`src/logic/ext_mem_consts.svh`:
```
// Purpose: offsets, fields, reset values and timing of the memory control
// Assumes: register indices are scaled by four onto the APB byte address
// Notes: definitions only
`ifndef EXT_MEM_CONSTS_SVH
`define EXT_MEM_CONSTS_SVH

// ==========================================================================
// register indices and byte addresses
`define IDX_PAGE_ONE 16'hC018
`define IDX_PAGE_TWO 16'hC01A
`define IDX_UPPER_EN 16'hC038
`define IDX_MEM_CTRL 16'hC03A
`define IDX_MODE 16'hC040
`define IDX_STATUS 16'hC042
`define BYTE_ADDR(i) ({2'h0, (i), 2'h0})

// ==========================================================================
// field positions and window tops
`define UPPER_EN_BIT 3
`define RAM_MERGE_BIT 13
`define ROM_MERGE_BIT 12
`define PAGED_WIDTH_BIT 11
`define PAGED_WAIT_LSB 8
`define ROM_WIDTH_BIT 7
`define ROM_WAIT_LSB 4
`define RAM_WIDTH_BIT 3
`define RAM_WAIT_LSB 0
`define SRAM_MODE_BIT 0
`define PAGE_ONE_TOP 3'h4
`define PAGE_TWO_TOP 3'h5

// ==========================================================================
// reset values
`define PAGE_RESET 16'h0000
`define UPPER_EN_RESET 1'h0
`define MEM_CTRL_RESET 14'h0000
`define PINS_ADDR_RESET 19'h78000

// ==========================================================================
// timing: wait states tick at the wait clock, rounded up to pclk cycles
`define PCLK_HZ 10000000
`define WAIT_CLK_HZ 48000000
`define WAIT_PCLKS(ws) (((ws) * `PCLK_HZ + `WAIT_CLK_HZ - 1) / `WAIT_CLK_HZ)

`endif

```
`src/logic/ext_mem_pkg.sv`:
```
// Purpose: types shared by the memory control block
// Assumes: nothing
// Notes: pin group and cpu request travel as packed structs
package ext_mem_pkg;

  // ========================================================================
  // types
  typedef enum logic [1:0] {ST_IDLE, ST_STROBE, ST_FINISH} access_state_t;

  typedef struct packed {
    logic valid;
    logic write;
    logic [15:0] addr;
    logic [15:0] wdata;
    logic ram_hit;
    logic rom_hit;
  } cpu_req_t;

  typedef struct packed {
    logic [18:0] addr;
    logic [8:0] page_bits;
    logic paged_space_chip_select_n;
    logic ext_ram_chip_select_n;
    logic ext_rom_chip_select_n;
    logic read_strobe_n;
    logic write_strobe_n;
    logic narrow_bus;
  } mem_pins_t;

endpackage

```
`src/logic/external_memory_page_wait_ctrl.sv`:
```
// Purpose: page mapping, upper address pins and per-region wait control
// Assumes: APB slave; cpu request held until cpu_ready
// Notes: one access at a time; strobes and selects come from flip-flops
// Functional notes
// - paged window accesses carry that window's page register as high bits
// - page register holds bits 28..13; low nine bits go to page pins
// - in SRAM mode only page bits 17..13 are driven
// - paged window accesses assert the paged-space select, active low
// - upper enable bit 3 gates A18..15; resets disabled
// - A18..15 are driven high from power-up
// - wait states are counted in 48 MHz periods
// - RAM merge bit 13 makes RAM select follow paged select
// - ROM merge bit 12 makes ROM select follow paged select
// - bit 11 picks paged width: 1 is 8-bit, 0 is 16-bit
// - bits 10..8 give paged wait states 0 to 7
// - bit 7 picks ROM width: 1 is 8-bit, 0 is 16-bit
// - bits 6..4 give ROM wait states 0 to 7
// - bit 3 picks RAM width: 1 is 8-bit, 0 is 16-bit
// - bits 2..0 give RAM wait states 0 to 7
//
// The APB interface to the registers is this design's own decision.
`timescale 1ns/1ps
`include "ext_mem_consts.svh"
module external_memory_page_wait_ctrl
  import ext_mem_pkg::*;
(
  input wire logic pclk, // clock, 10 MHz
  input wire logic presetn, // async reset, active low
  input wire logic ce, // clock enable, freezes state when low
  input wire logic psel, // APB select
  input wire logic penable, // APB access phase
  input wire logic pwrite, // APB direction
  input wire logic [19:0] paddr, // APB byte address
  input wire logic [31:0] pwdata, // APB write data
  output logic [31:0] prdata, // APB read data
  output logic pready, // APB ready
  output logic pslverr, // APB error, unmapped address
  input wire cpu_req_t cpu_req, // cpu access request
  output logic cpu_ready, // access complete pulse
  output logic [15:0] cpu_rdata, // read data of last access
  output mem_pins_t pins, // external address, selects, strobes
  input wire logic [15:0] data_in, // external data pins, input side
  output logic [15:0] data_out, // external data pins, output side
  output logic data_oe_n // data pin enable, low while driving
);

  // ========================================================================
  // declarations
  logic [15:0] page_one_high_address;
  logic [15:0] page_two_high_address;
  logic upper_address_pin_enable;
  logic [13:0] memory_width_wait_control;
  logic sram_mode;
  logic [31:0] next_prdata;
  logic rd_fresh;
  logic [2:0] wr_sel;
  logic [2:0] rd_sel;
  access_state_t state;
  logic start;
  logic expired;
  logic hit_one;
  logic hit_paged;
  logic [15:0] page_sel;
  logic [2:0] sel_wait;
  logic sel_narrow;
  logic [18:0] next_addr;
  logic [8:0] next_page_bits;
  logic cur_paged;
  logic cur_ram;
  logic cur_rom;
  logic cur_narrow;
  logic [3:0] cur_wait;
  logic [15:0] data_meta;
  logic [15:0] data_sync;
  logic ram_select_merge;
  logic rom_select_merge;

  assign ram_select_merge = memory_width_wait_control[`RAM_MERGE_BIT];
  assign rom_select_merge = memory_width_wait_control[`ROM_MERGE_BIT];

  // ========================================================================
  // helpers
  function automatic logic [2:0] reg_sel(input logic [19:0] a);
    reg_sel = 3'h0;
    if (a == `BYTE_ADDR(`IDX_PAGE_ONE)) reg_sel = 3'h1;
    if (a == `BYTE_ADDR(`IDX_PAGE_TWO)) reg_sel = 3'h2;
    if (a == `BYTE_ADDR(`IDX_UPPER_EN)) reg_sel = 3'h3;
    if (a == `BYTE_ADDR(`IDX_MEM_CTRL)) reg_sel = 3'h4;
    if (a == `BYTE_ADDR(`IDX_MODE)) reg_sel = 3'h5;
    if (a == `BYTE_ADDR(`IDX_STATUS)) reg_sel = 3'h6;
  endfunction

  function automatic logic [3:0] wait_pclks(input logic [2:0] ws);
    wait_pclks = 4'(`WAIT_PCLKS(32'(ws)));
  endfunction

  // ========================================================================
  // APB register file
  assign wr_sel = reg_sel(paddr);
  assign rd_sel = reg_sel(paddr);
  // reads come from a flop loaded in the setup phase
  assign pready = ce & (pwrite | rd_fresh);
  assign pslverr = psel & penable & (wr_sel == 3'h0);

  always_ff @(posedge pclk or negedge presetn) begin
    if (!presetn) begin
      page_one_high_address <= `PAGE_RESET;
      page_two_high_address <= `PAGE_RESET;
      upper_address_pin_enable <= `UPPER_EN_RESET;
      memory_width_wait_control <= `MEM_CTRL_RESET;
      sram_mode <= 1'h0;
    end else if (ce && psel && penable && pwrite) begin
      unique case (wr_sel)
        3'h1: page_one_high_address <= pwdata[15:0];
        3'h2: page_two_high_address <= pwdata[15:0];
        3'h3: upper_address_pin_enable <= pwdata[`UPPER_EN_BIT];
        3'h4: memory_width_wait_control <= pwdata[13:0];
        3'h5: sram_mode <= pwdata[`SRAM_MODE_BIT];
        default: ;
      endcase
    end
  end

  always_comb begin
    next_prdata = 32'h00000000;
    unique case (rd_sel)
      3'h1: next_prdata[15:0] = page_one_high_address;
      3'h2: next_prdata[15:0] = page_two_high_address;
      3'h3: next_prdata[`UPPER_EN_BIT] = upper_address_pin_enable;
      3'h4: next_prdata[13:0] = memory_width_wait_control;
      3'h5: next_prdata[`SRAM_MODE_BIT] = sram_mode;
      3'h6: next_prdata[3:0] = {cur_rom, cur_ram, cur_paged,
                                state != ST_IDLE};
      default: ;
    endcase
  end

  always_ff @(posedge pclk or negedge presetn) begin
    if (!presetn) begin
      prdata <= 32'h00000000;
      rd_fresh <= 1'h0;
    end else if (ce) begin
      rd_fresh <= psel;
      if (psel) begin
        prdata <= next_prdata;
      end
    end
  end

  // ========================================================================
  // access decode
  assign start = (state == ST_IDLE) & cpu_req.valid;
  assign hit_one = (cpu_req.addr[15:13] == `PAGE_ONE_TOP);
  assign hit_paged = hit_one | (cpu_req.addr[15:13] == `PAGE_TWO_TOP);
  assign page_sel = hit_one ? page_one_high_address : page_two_high_address;

  always_comb begin
    if (hit_paged) begin
      sel_wait = memory_width_wait_control[`PAGED_WAIT_LSB +: 3];
      sel_narrow = memory_width_wait_control[`PAGED_WIDTH_BIT];
    end else if (cpu_req.rom_hit) begin
      sel_wait = memory_width_wait_control[`ROM_WAIT_LSB +: 3];
      sel_narrow = memory_width_wait_control[`ROM_WIDTH_BIT];
    end else begin
      sel_wait = memory_width_wait_control[`RAM_WAIT_LSB +: 3];
      sel_narrow = memory_width_wait_control[`RAM_WIDTH_BIT];
    end
  end

  always_comb begin
    next_addr = {3'h0, cpu_req.addr};
    next_page_bits = page_sel[8:0];
    // page bits above the window offset
    if (hit_paged) begin
      next_addr = {page_sel[5:0], cpu_req.addr[12:0]};
    end
    // SRAM mode drives page bits 17..13 only
    if (sram_mode) begin
      next_page_bits = {4'h0, page_sel[4:0]};
      if (hit_paged) begin
        next_addr = {1'h0, page_sel[4:0], cpu_req.addr[12:0]};
      end
    end
  end

  // ========================================================================
  // access sequencer
  always_ff @(posedge pclk or negedge presetn) begin
    if (!presetn) begin
      state <= ST_IDLE;
    end else if (ce) begin
      unique case (state)
        ST_IDLE: if (start) state <= ST_STROBE;
        // strobe held until the extra cycles run out
        ST_STROBE: if (expired) state <= ST_FINISH;
        ST_FINISH: state <= ST_IDLE;
        default: state <= ST_IDLE;
      endcase
    end
  end

  assign cpu_ready = (state == ST_FINISH);

  always_ff @(posedge pclk or negedge presetn) begin
    if (!presetn) begin
      cur_paged <= 1'h0;
      cur_ram <= 1'h0;
      cur_rom <= 1'h0;
      cur_narrow <= 1'h0;
      cur_wait <= 4'h0;
    end else if (ce && start) begin
      cur_paged <= hit_paged;
      cur_ram <= cpu_req.ram_hit & !hit_paged;
      cur_rom <= cpu_req.rom_hit & !hit_paged;
      cur_narrow <= sel_narrow;
      // wait states converted from wait clock periods
      cur_wait <= wait_pclks(sel_wait);
    end
  end

  wait_strobe_timer u_timer (
    .pclk(pclk),
    .presetn(presetn),
    .ce(ce),
    .load(start),
    .load_cycles(wait_pclks(sel_wait)),
    .expired(expired)
  );

  // ========================================================================
  // pins
  always_ff @(posedge pclk or negedge presetn) begin
    if (!presetn) begin
      pins <= '{addr: `PINS_ADDR_RESET, page_bits: 9'h000,
                paged_space_chip_select_n: 1'h1,
                ext_ram_chip_select_n: 1'h1,
                ext_rom_chip_select_n: 1'h1,
                read_strobe_n: 1'h1, write_strobe_n: 1'h1,
                narrow_bus: 1'h0};
      data_out <= 16'h0000;
      data_oe_n <= 1'h1;
    end else if (ce) begin
      if (start) begin
        pins.addr[14:0] <= next_addr[14:0];
        pins.page_bits <= hit_paged ? next_page_bits : 9'h000;
        pins.narrow_bus <= sel_narrow;
        // paged select for the paged window
        pins.paged_space_chip_select_n <= !hit_paged;
        // merged selects follow the paged select
        pins.ext_ram_chip_select_n <= !((cpu_req.ram_hit & !hit_paged) |
                                        (hit_paged & ram_select_merge));
        pins.ext_rom_chip_select_n <= !((cpu_req.rom_hit & !hit_paged) |
                                        (hit_paged & rom_select_merge));
        pins.read_strobe_n <= cpu_req.write;
        pins.write_strobe_n <= !cpu_req.write;
        data_out <= sel_narrow ? {8'h00, cpu_req.wdata[7:0]}
                               : cpu_req.wdata;
        data_oe_n <= !cpu_req.write;
      end else if (state == ST_STROBE && expired) begin
        pins.paged_space_chip_select_n <= 1'h1;
        pins.ext_ram_chip_select_n <= 1'h1;
        pins.ext_rom_chip_select_n <= 1'h1;
        pins.read_strobe_n <= 1'h1;
        pins.write_strobe_n <= 1'h1;
        data_oe_n <= 1'h1;
      end
      // upper pins stay high unless enabled
      if (!upper_address_pin_enable) begin
        pins.addr[18:15] <= 4'hF;
      end else if (start) begin
        pins.addr[18:15] <= next_addr[18:15];
      end
    end
  end

  // ========================================================================
  // read data: pins are asynchronous, so two flops before use
  always_ff @(posedge pclk or negedge presetn) begin
    if (!presetn) begin
      data_meta <= 16'h0000;
      data_sync <= 16'h0000;
      cpu_rdata <= 16'h0000;
    end else if (ce) begin
      data_meta <= data_in;
      data_sync <= data_meta;
      if (state == ST_STROBE && expired) begin
        cpu_rdata <= cur_narrow ? {8'h00, data_sync[7:0]} : data_sync;
      end
    end
  end

  // ========================================================================
  // checks
  logic strobe_on;
  logic [3:0] strobe_len;
  assign strobe_on = !pins.read_strobe_n | !pins.write_strobe_n;

  always_ff @(posedge pclk or negedge presetn) begin
    if (!presetn) begin
      strobe_len <= 4'h0;
    end else if (ce) begin
      strobe_len <= strobe_on ? strobe_len + 4'h1 : 4'h0;
    end
  end
endmodule

```
`src/logic/wait_strobe_timer.sv`:
```
// Purpose: counts the extra strobe cycles of one external access
// Assumes: load only while idle
// Notes: expired is high whenever the count is zero
`timescale 1ns/1ps
module wait_strobe_timer (
  input wire logic pclk, // clock
  input wire logic presetn, // async reset, active low
  input wire logic ce, // clock enable
  input wire logic load, // start of an access
  input wire logic [3:0] load_cycles, // extra cycles to hold
  output logic expired // count reached zero
);

  logic [3:0] count;

  // ========================================================================
  // countdown
  always_ff @(posedge pclk or negedge presetn) begin
    if (!presetn) begin
      count <= 4'h0;
    end else if (ce) begin
      if (load) begin
        count <= load_cycles;
      end else if (count != 4'h0) begin
        count <= count - 4'h1;
      end
    end
  end

  assign expired = (count == 4'h0);

endmodule

```
`config.mk`:
```
export PLATFORM = sky130hd
export DESIGN_NAME = external_memory_page_wait_ctrl
export DESIGN_NICKNAME = d
export VERILOG_FILES = /design/src/logic/ext_mem_pkg.sv /design/src/logic/external_memory_page_wait_ctrl.sv /design/src/logic/wait_strobe_timer.sv
export VERILOG_INCLUDE_DIRS = /design/src /design/src/logic
export SDC_FILE = /design/constraint.sdc
export NUM_CORES = 1
export LEC_CHECK = 0
export BUFFER_PORTS_ARGS = -buffer_cell sky130_fd_sc_hd__buf_2
export CORE_MARGIN = 10
export CORE_UTILIZATION = 39
export CTS_CLUSTER_SIZE = 24
export DETAILED_ROUTE_END_ITERATION = 12
export HOLD_SLACK_MARGIN = 0.03
export SYNTH_ARGS = -nofsm -noshare
export SYNTH_HDL_FRONTEND = slang
export SYNTH_SLANG_ARGS = --single-unit
```
`constraint.sdc`:
```
create_clock -name pclk -period 6.89 [get_ports pclk]
set_input_delay 0.689 -clock pclk [delete_from_list [all_inputs] [get_ports pclk]]
set_output_delay 0.689 -clock pclk [all_outputs]
set_load 0.03 [all_outputs]
```
==> metrics.yaml, run 1 <==
finalSetupViolCount: 0
start_util_pct: 39.7
post_cts_buffers: 0
antenna_found_initial: 2
finalClockSkew_ps: 7.68
final_util_pct: 48.3
cts_resized: 0
die_area_mm2: 0.0314
fp-row-count: 57
clkLatencyLatePin_ps: 430
pwr-share-seq_pct: 41.1
synth-warning-count: 0
hold_violations: 0
grt_pass1_wl_um: 43700
p_per_area_mw_per_mm2: 275
syn_area_per_cell_um2: 10.2
antenna_cells: 0
io_buffers: 179
synth_edf_count: 0
gp_congestion: 0.855
ioPinCount: 212
period_needed_ps: 6350
grt_use_total_pct: 17.3
drtPass1Iterations: 5
ys.flop_type: "dfrtp_1"
met2_usage_pct: 29.9
cp-end-kind: "flop"
switching_share_pct: 36.2
grt_pass1_vias: 8155
area_growth_pct: 21.7
grt_max_degree: 66
peakVddDrop_mv: 0.239
final_cell_area_mm2: 0.0117
core-area_mm2: 0.0243
switchingPower_mw: 1.17
rsz0062_at_grt: "no"
routedWlPerCell_um: 18.4
netlist_instances: 945
timing.max_cap.violations: 0
root_buffer: "clkbuf_16"
htree_levels: 4
syn-cell-area_mm2: 0.00964
hp-class: "in2async"
cts-buffers-inserted: 17
die_w_um: 177
grt-busiest-layer: "met2"
p_leak_nw: 5.66
ant_nets: 0
cp_max_fo: 11
synth-seq-area-share_pct: 44.8
drtIter0Drc: 542
vias: 7956
placed_area_mm2: 0.0112
die_h_um: 177
worst_ep_arrival_time_ps: 6670
cts_tree: "built"
nets: 1289
grt.overflow.total: 0
combPwrFrac_pct: 30.0
grt_use_met3_pct: 5.04
synth_async_sr_flop_share_pct: 100
via_per_inst: 5.32
grt_use_met1_pct: 20.6
drc: 0
finalCritPeriodShare_pct: 92.2
clk_pin_slew_worst_paths_ps: 60
internal-power_mw: 2.06
crit_required_ps: 7210
slew_viol_final: 0
startpoint_type: "primary input"
pwr-share-clk_pct: 29.0
cts_sinks: 172
clock_path_buffers: 2
path_class: "in2reg"
finalSetupTns_ps: 0
drive_gt1_share_pct: 36.0
synth-seq-cells: 172
fmax_mhz: 157
synth_cell_type_count: 85
max-slew-margin-rel_pct: 22.1
ctsHoldBuffers: 0
status: "completed"
worst_pin_slew_ps: 1160
dp_hpwl_um: 21200
wl_um: 27500
[area by class of cell]
class                   instances  area, um^2
well taps                     324         405
clock buffers                  20         467
multi-input cells             707        4990
inverters                      20        75.1
repair buffers                242        1380
fillers                      2320       12600
flip-flops and latches        172        4320
clock inverters                11         109
[stage by stage]
| step | hold slack (ps) | std cells | power [mW] | setup WS [ps] |
|---|---|---|---|---|
| final | 228 | 1496 | 3.23 | 535 |
| after global routing | 261 | 1496 | 3.40 | 161 |
| after CTS | 253 | 1496 | 3.27 | 584 |
| after detailed placement | 452 | 1465 | 2.33 | 197 |
| after global placement | 450 | 1465 | 2.31 | 194 |
| after floorplan | 393 | 960 | 1.99 | 403 |
[synthesized netlist by cell type (4+ instances only)]
cell type / number / area [um^2]
buf_6: 5 / 56.3
a31oi_1: 9 / 56.3
o22ai_1: 10 / 62.6
xnor2_1: 23 / 201
mux2i_1: 22 / 220
a21oi_1: 47 / 235
o211ai_1: 8 / 60.1
and2_1: 7 / 43.8
nor2b_1: 5 / 31.3
nand4_1: 9 / 56.3
o31ai_1: 6 / 45.0
a211oi_1: 5 / 37.5
a31o_2: 5 / 43.8
inv_1: 19 / 71.3
dfstp_2: 9 / 236
xor2_1: 8 / 70.1
clkbuf_1: 26 / 97.6
mux2_2: 110 / 1240
nand2_1: 115 / 432
a22oi_1: 4 / 30.0
buf_2: 6 / 30.0
dfrtp_1: 163 / 4080
or3_1: 5 / 31.3
ha_1: 18 / 225
nand3_1: 22 / 110
nor2_1: 60 / 225
nor4_1: 11 / 68.8
buf_4: 19 / 143
nand2b_1: 4 / 25.0
a22o_1: 16 / 140
nor3_1: 18 / 90.1
or2_2: 5 / 31.3
o21a_1: 6 / 45.0
a21o_1: 8 / 60.1
buf_1: 5 / 18.8
o21ai_0: 49 / 245
[state kept, by name (all words and copies together), names as in the netlist]
name                       cells
prdata                        16
memory_width_wait_control     14
page_one_high_address         16
sram_mode                      1
cpu_rdata                     16
rd_fresh                       1
data_meta                     16
pins                          33
u_timer.count                  4
state                          2
data_sync                     16
cur_narrow                     1
data_out                      16
page_two_high_address         16
upper_address_pin_enable       1
cur_rom                        1
cur_paged                      1
cur_ram                        1
[worst max-delay path, cell delays in order]
cell and delay [ps]:
buf_2 190, mux2_2 390, a21oi_1 270, inv_1 110, ha_1 230, ha_1 230
fa_1 410, a31o_2 260, a211o_1 330, a222oi_1 240, buf_4 230, nor3_1 60
a31o_2 230, a2111o_1 420, a31o_1 290, a31oi_1 440, o21ai_1 190, nor2_2 410
buf_4 220, a21oi_1 40, o221ai_1 240, a311oi_1 120, buf_4 160, o32ai_1 230
[routing by layer]
metal,wire length (um),part of all wire [%]
met1,11400,41
met2,13800,50
met3,1940,7.1
met4,330,1.2
met5,7,0.025
[power groups by stage]
stage | logic [mW] | registers [mW] | clock network [mW]
final | 0.970 | 1.33 | 0.936
after global routing | 1.06 | 1.35 | 0.998
after CTS | 0.986 | 1.33 | 0.958
after detailed placement | 0.986 | 1.34 | 0
after global placement | 0.971 | 1.34 | 0
after floorplan | 0.382 | 1.61 | 0
[cells in the final DEF (no fill, tap or decap), drive strengths merged, types with 6 or more instances in the layout]
cell and count:
a21oi 48, clkbuf 20, a31oi 10, o21ai 51, xnor2 24, dfstp 9, a22o 16, nor3 18
o211ai 8, nor2 61, a211oi 6, o31ai 6, mux2i 24, dfrtp 163, clkinv 6, nand3 22
ha 18, and2 8, nand4 9, nand2 115, nor4 11, xor2 9, mux2 112, o22ai 10
conb 16, inv 23, a21o 8, buf 242, o21a 6, a31o 6
[path summary, 6_finish.rpt]
check                                             start                       end  slack [ps]  depth (start not counted)
max                                          cpu_req[0]          u_timer.count[0]         540                         24
min                                             presetn                  pins[16]         230                          1
max reg2reg                memory_width_wait_control[8]          u_timer.count[0]         600                         24
min reg2reg                                data_sync[2]              cpu_rdata[2]         460                          2
max in group asynchronous                       presetn  page_one_high_address[1]        5510                          2
min in group pclk                           cpu_req[34]                   pins[1]         440                          2
[kinds of logic (layout without fill, tap and decap cells)]
logic type	Yosys count	count (layout)	share of synthesized area [%]
buffers and inverters	81	293	4.36
XOR/XNOR	33	33	3.27
other	1	16	0.0389
multiplexers	136	136	15.8
AO/OA/AOI/OAI	217	217	15.3
AND/OR/NAND/NOR	286	286	14.0
adder cells (fa/ha/maj)	19	19	2.54
flip-flops	172	172	44.8
(Power assumes the default switching activity.)
==> run 2: changes to the inputs <==
clock period = 7.95 ns   (was 6.89 ns; I/O delays follow)
==> metrics.yaml, run 2 (same netlist as run 1, synthesis figures left out) <==
wl_um: 27500  # about the same
start_util_pct: 39.7  # unchanged
crit_slowest_cell: "or4_1"
final_util_pct: 47.2  # -1.1 points
grt.overflow.total: 0  # unchanged
fin_cells: 1461  # -2.3%
slew_viol_final: 0  # unchanged
combPwrFrac_pct: 29.8  # -0.2 points
clk_pin_slew_worst_paths_ps: 70  # about the same
cts-buffers-inserted: 17  # unchanged
die_area_mm2: 0.0314  # unchanged
switchingPower_mw: 1.02  # -13%
drc: 0  # unchanged
power_mw: 2.81  # -13%
largest-register: "pins"
fp-row-count: 57  # unchanged
drive_gt1_share_pct: 33.9  # -2.1 points
rsz0062_at_grt: "no"
max-slew-margin-rel_pct: 34.2  # +12 points
ctsHoldBuffers: 0  # unchanged
clock_path_buffers: 2  # unchanged
htree_levels: 4  # unchanged
gp_congestion: 0.858  # +0.30%
fmax_mhz: 138
worst_pin_slew_ps: 986  # -176 ps
peakVddDrop_mv: 0.245  # +2.7%
grt_pass1_wl_um: 43000  # -1.7%
internal-power_mw: 1.79  # -13%
largest_reg_flops: 33  # unchanged
grt_pass1_vias: 7867  # -3.5%
cp-end-kind: "flop"
io_buffers: 179  # unchanged
hold_violations: 0  # unchanged
drtIter0Drc: 543  # +0.18%
p_per_area_mw_per_mm2: 245  # -11%
switching_share_pct: 36.2  # about the same
die_h_um: 177  # unchanged
critPathMostFrequentCell: "buf_4"
antenna_found_initial: 1  # -1
ant_nets: 0  # unchanged
pwr-share-seq_pct: 40.9  # -0.2 points
area_growth_pct: 18.9
hp-class: "reg2reg"
cts_sinks: 172  # unchanged
finalClockSkew_ps: 10.2  # +2.57 ps
p_leak_nw: 5.48  # -3.2%
post_cts_buffers: 0  # unchanged
finalSetupTns_ps: 0  # unchanged
layout_commonest_cell: "buf_2"
pwr-share-clk_pct: 29.3  # +0.3 points
startpoint_type: "primary input"
finalSetupViolCount: 0  # unchanged
ioPinCount: 212  # unchanged
vias: 7885  # -0.89%
drtPass1Iterations: 5  # unchanged
cp_max_fo: 13  # +2
worst_ep_arrival_time_ps: 7560  # +890 ps
crit_required_ps: 8260  # +1050 ps
placed_cells: 1428  # -2.5%
timing.max_cap.violations: 0  # unchanged
via_per_inst: 5.40  # +1.5%
grt_use_total_pct: 17.1  # -0.14 points
cts_resized: 0  # unchanged
path_class: "in2reg"
core-area_mm2: 0.0243  # unchanged
max_stage_delay_ps: 500  # +60 ps
status: "completed"
holdWs_ps: 463  # +235 ps
most-common-layout-cells: "buf_2 (178), dfrtp_1 (163), nand2_1 (115)"
root_buffer: "clkbuf_16"
clkLatencyLatePin_ps: 430  # about the same
routedWlPerCell_um: 18.8  # +2.4%
finalCritPeriodShare_pct: 91.1
cts_tree: "built"
die_w_um: 177  # unchanged
grt_max_degree: 98  # +48%
nets: 1252  # -2.9%
dp_hpwl_um: 20700  # -2.4%
period_needed_ps: 7240
-- run 2: final timing paths --
| check | startpoint | end | slack (ps) | cells past startpoint |
|---|---|---|---|---|
| min reg2reg | cpu_rdata[9] | cpu_rdata[9] | 460 | 2 |
| max | cpu_req[0] | u_timer.count[0] | 710 | 25 |
| max reg2reg | memory_width_wait_control[8] | u_timer.count[0] | 920 | 24 |
| min in group asynchronous | presetn | pins[16] | 470 | 1 |
| min | cpu_rdata[9] | cpu_rdata[9] | 460 | 2 |
| max in group asynchronous | presetn | pins[6] | 5990 | 2 |
-- run 2: per-stage QoR --
stage          worst slack [ps]  instance area (um^2)
6_report                    709                 11500
5_1_grt                     202                 11500
4_1_cts                     763                 11500
3_5_place_dp                359                 10900
3_3_place_gp                466                 10900
2_1_floorplan              1360                  9700
-- run 2: power groups by stage --
stage	sequential (mW)	combinational [mW]	clock [mW]
CTS	1.15	0.851	0.840
floorplan	1.39	0.331	0
global route	1.17	0.912	0.878
finish	1.15	0.838	0.824
detailed placement	1.16	0.850	0
global placement	1.16	0.836	0
-- run 2: critical path: cells and delay by family --
kind                       cells  cell delay, ps
AOI/OAI and AO/OA             13            3530
adders and majority gates      3            1020
buffers and inverters          5            1140
muxes                          1             370
and+or+nand+nor                3             700
-- run 2: area by class of cell --
cell class              instances  area, um^2
clock buffers                  22         484
diodes                          1        2.50
well taps                     324         405
fillers                      2353       12900
repair buffers                205        1100
inverters                      20        75.1
clock inverters                10         103
flip-flops and latches        172        4320
multi-input cells             707        4980
-- run 2: metal layers --
layer | share of wire, % | global-route usage (%) | vias up
met5 | 0 | 0 | -
met4 | 1.5 | 4.48 | 0
met3 | 7.4 | 5.42 | 30
met2 | 49 | 29.1 | 234
met1 | 42 | 20.5 | 3851
li1 | - | - | 3770
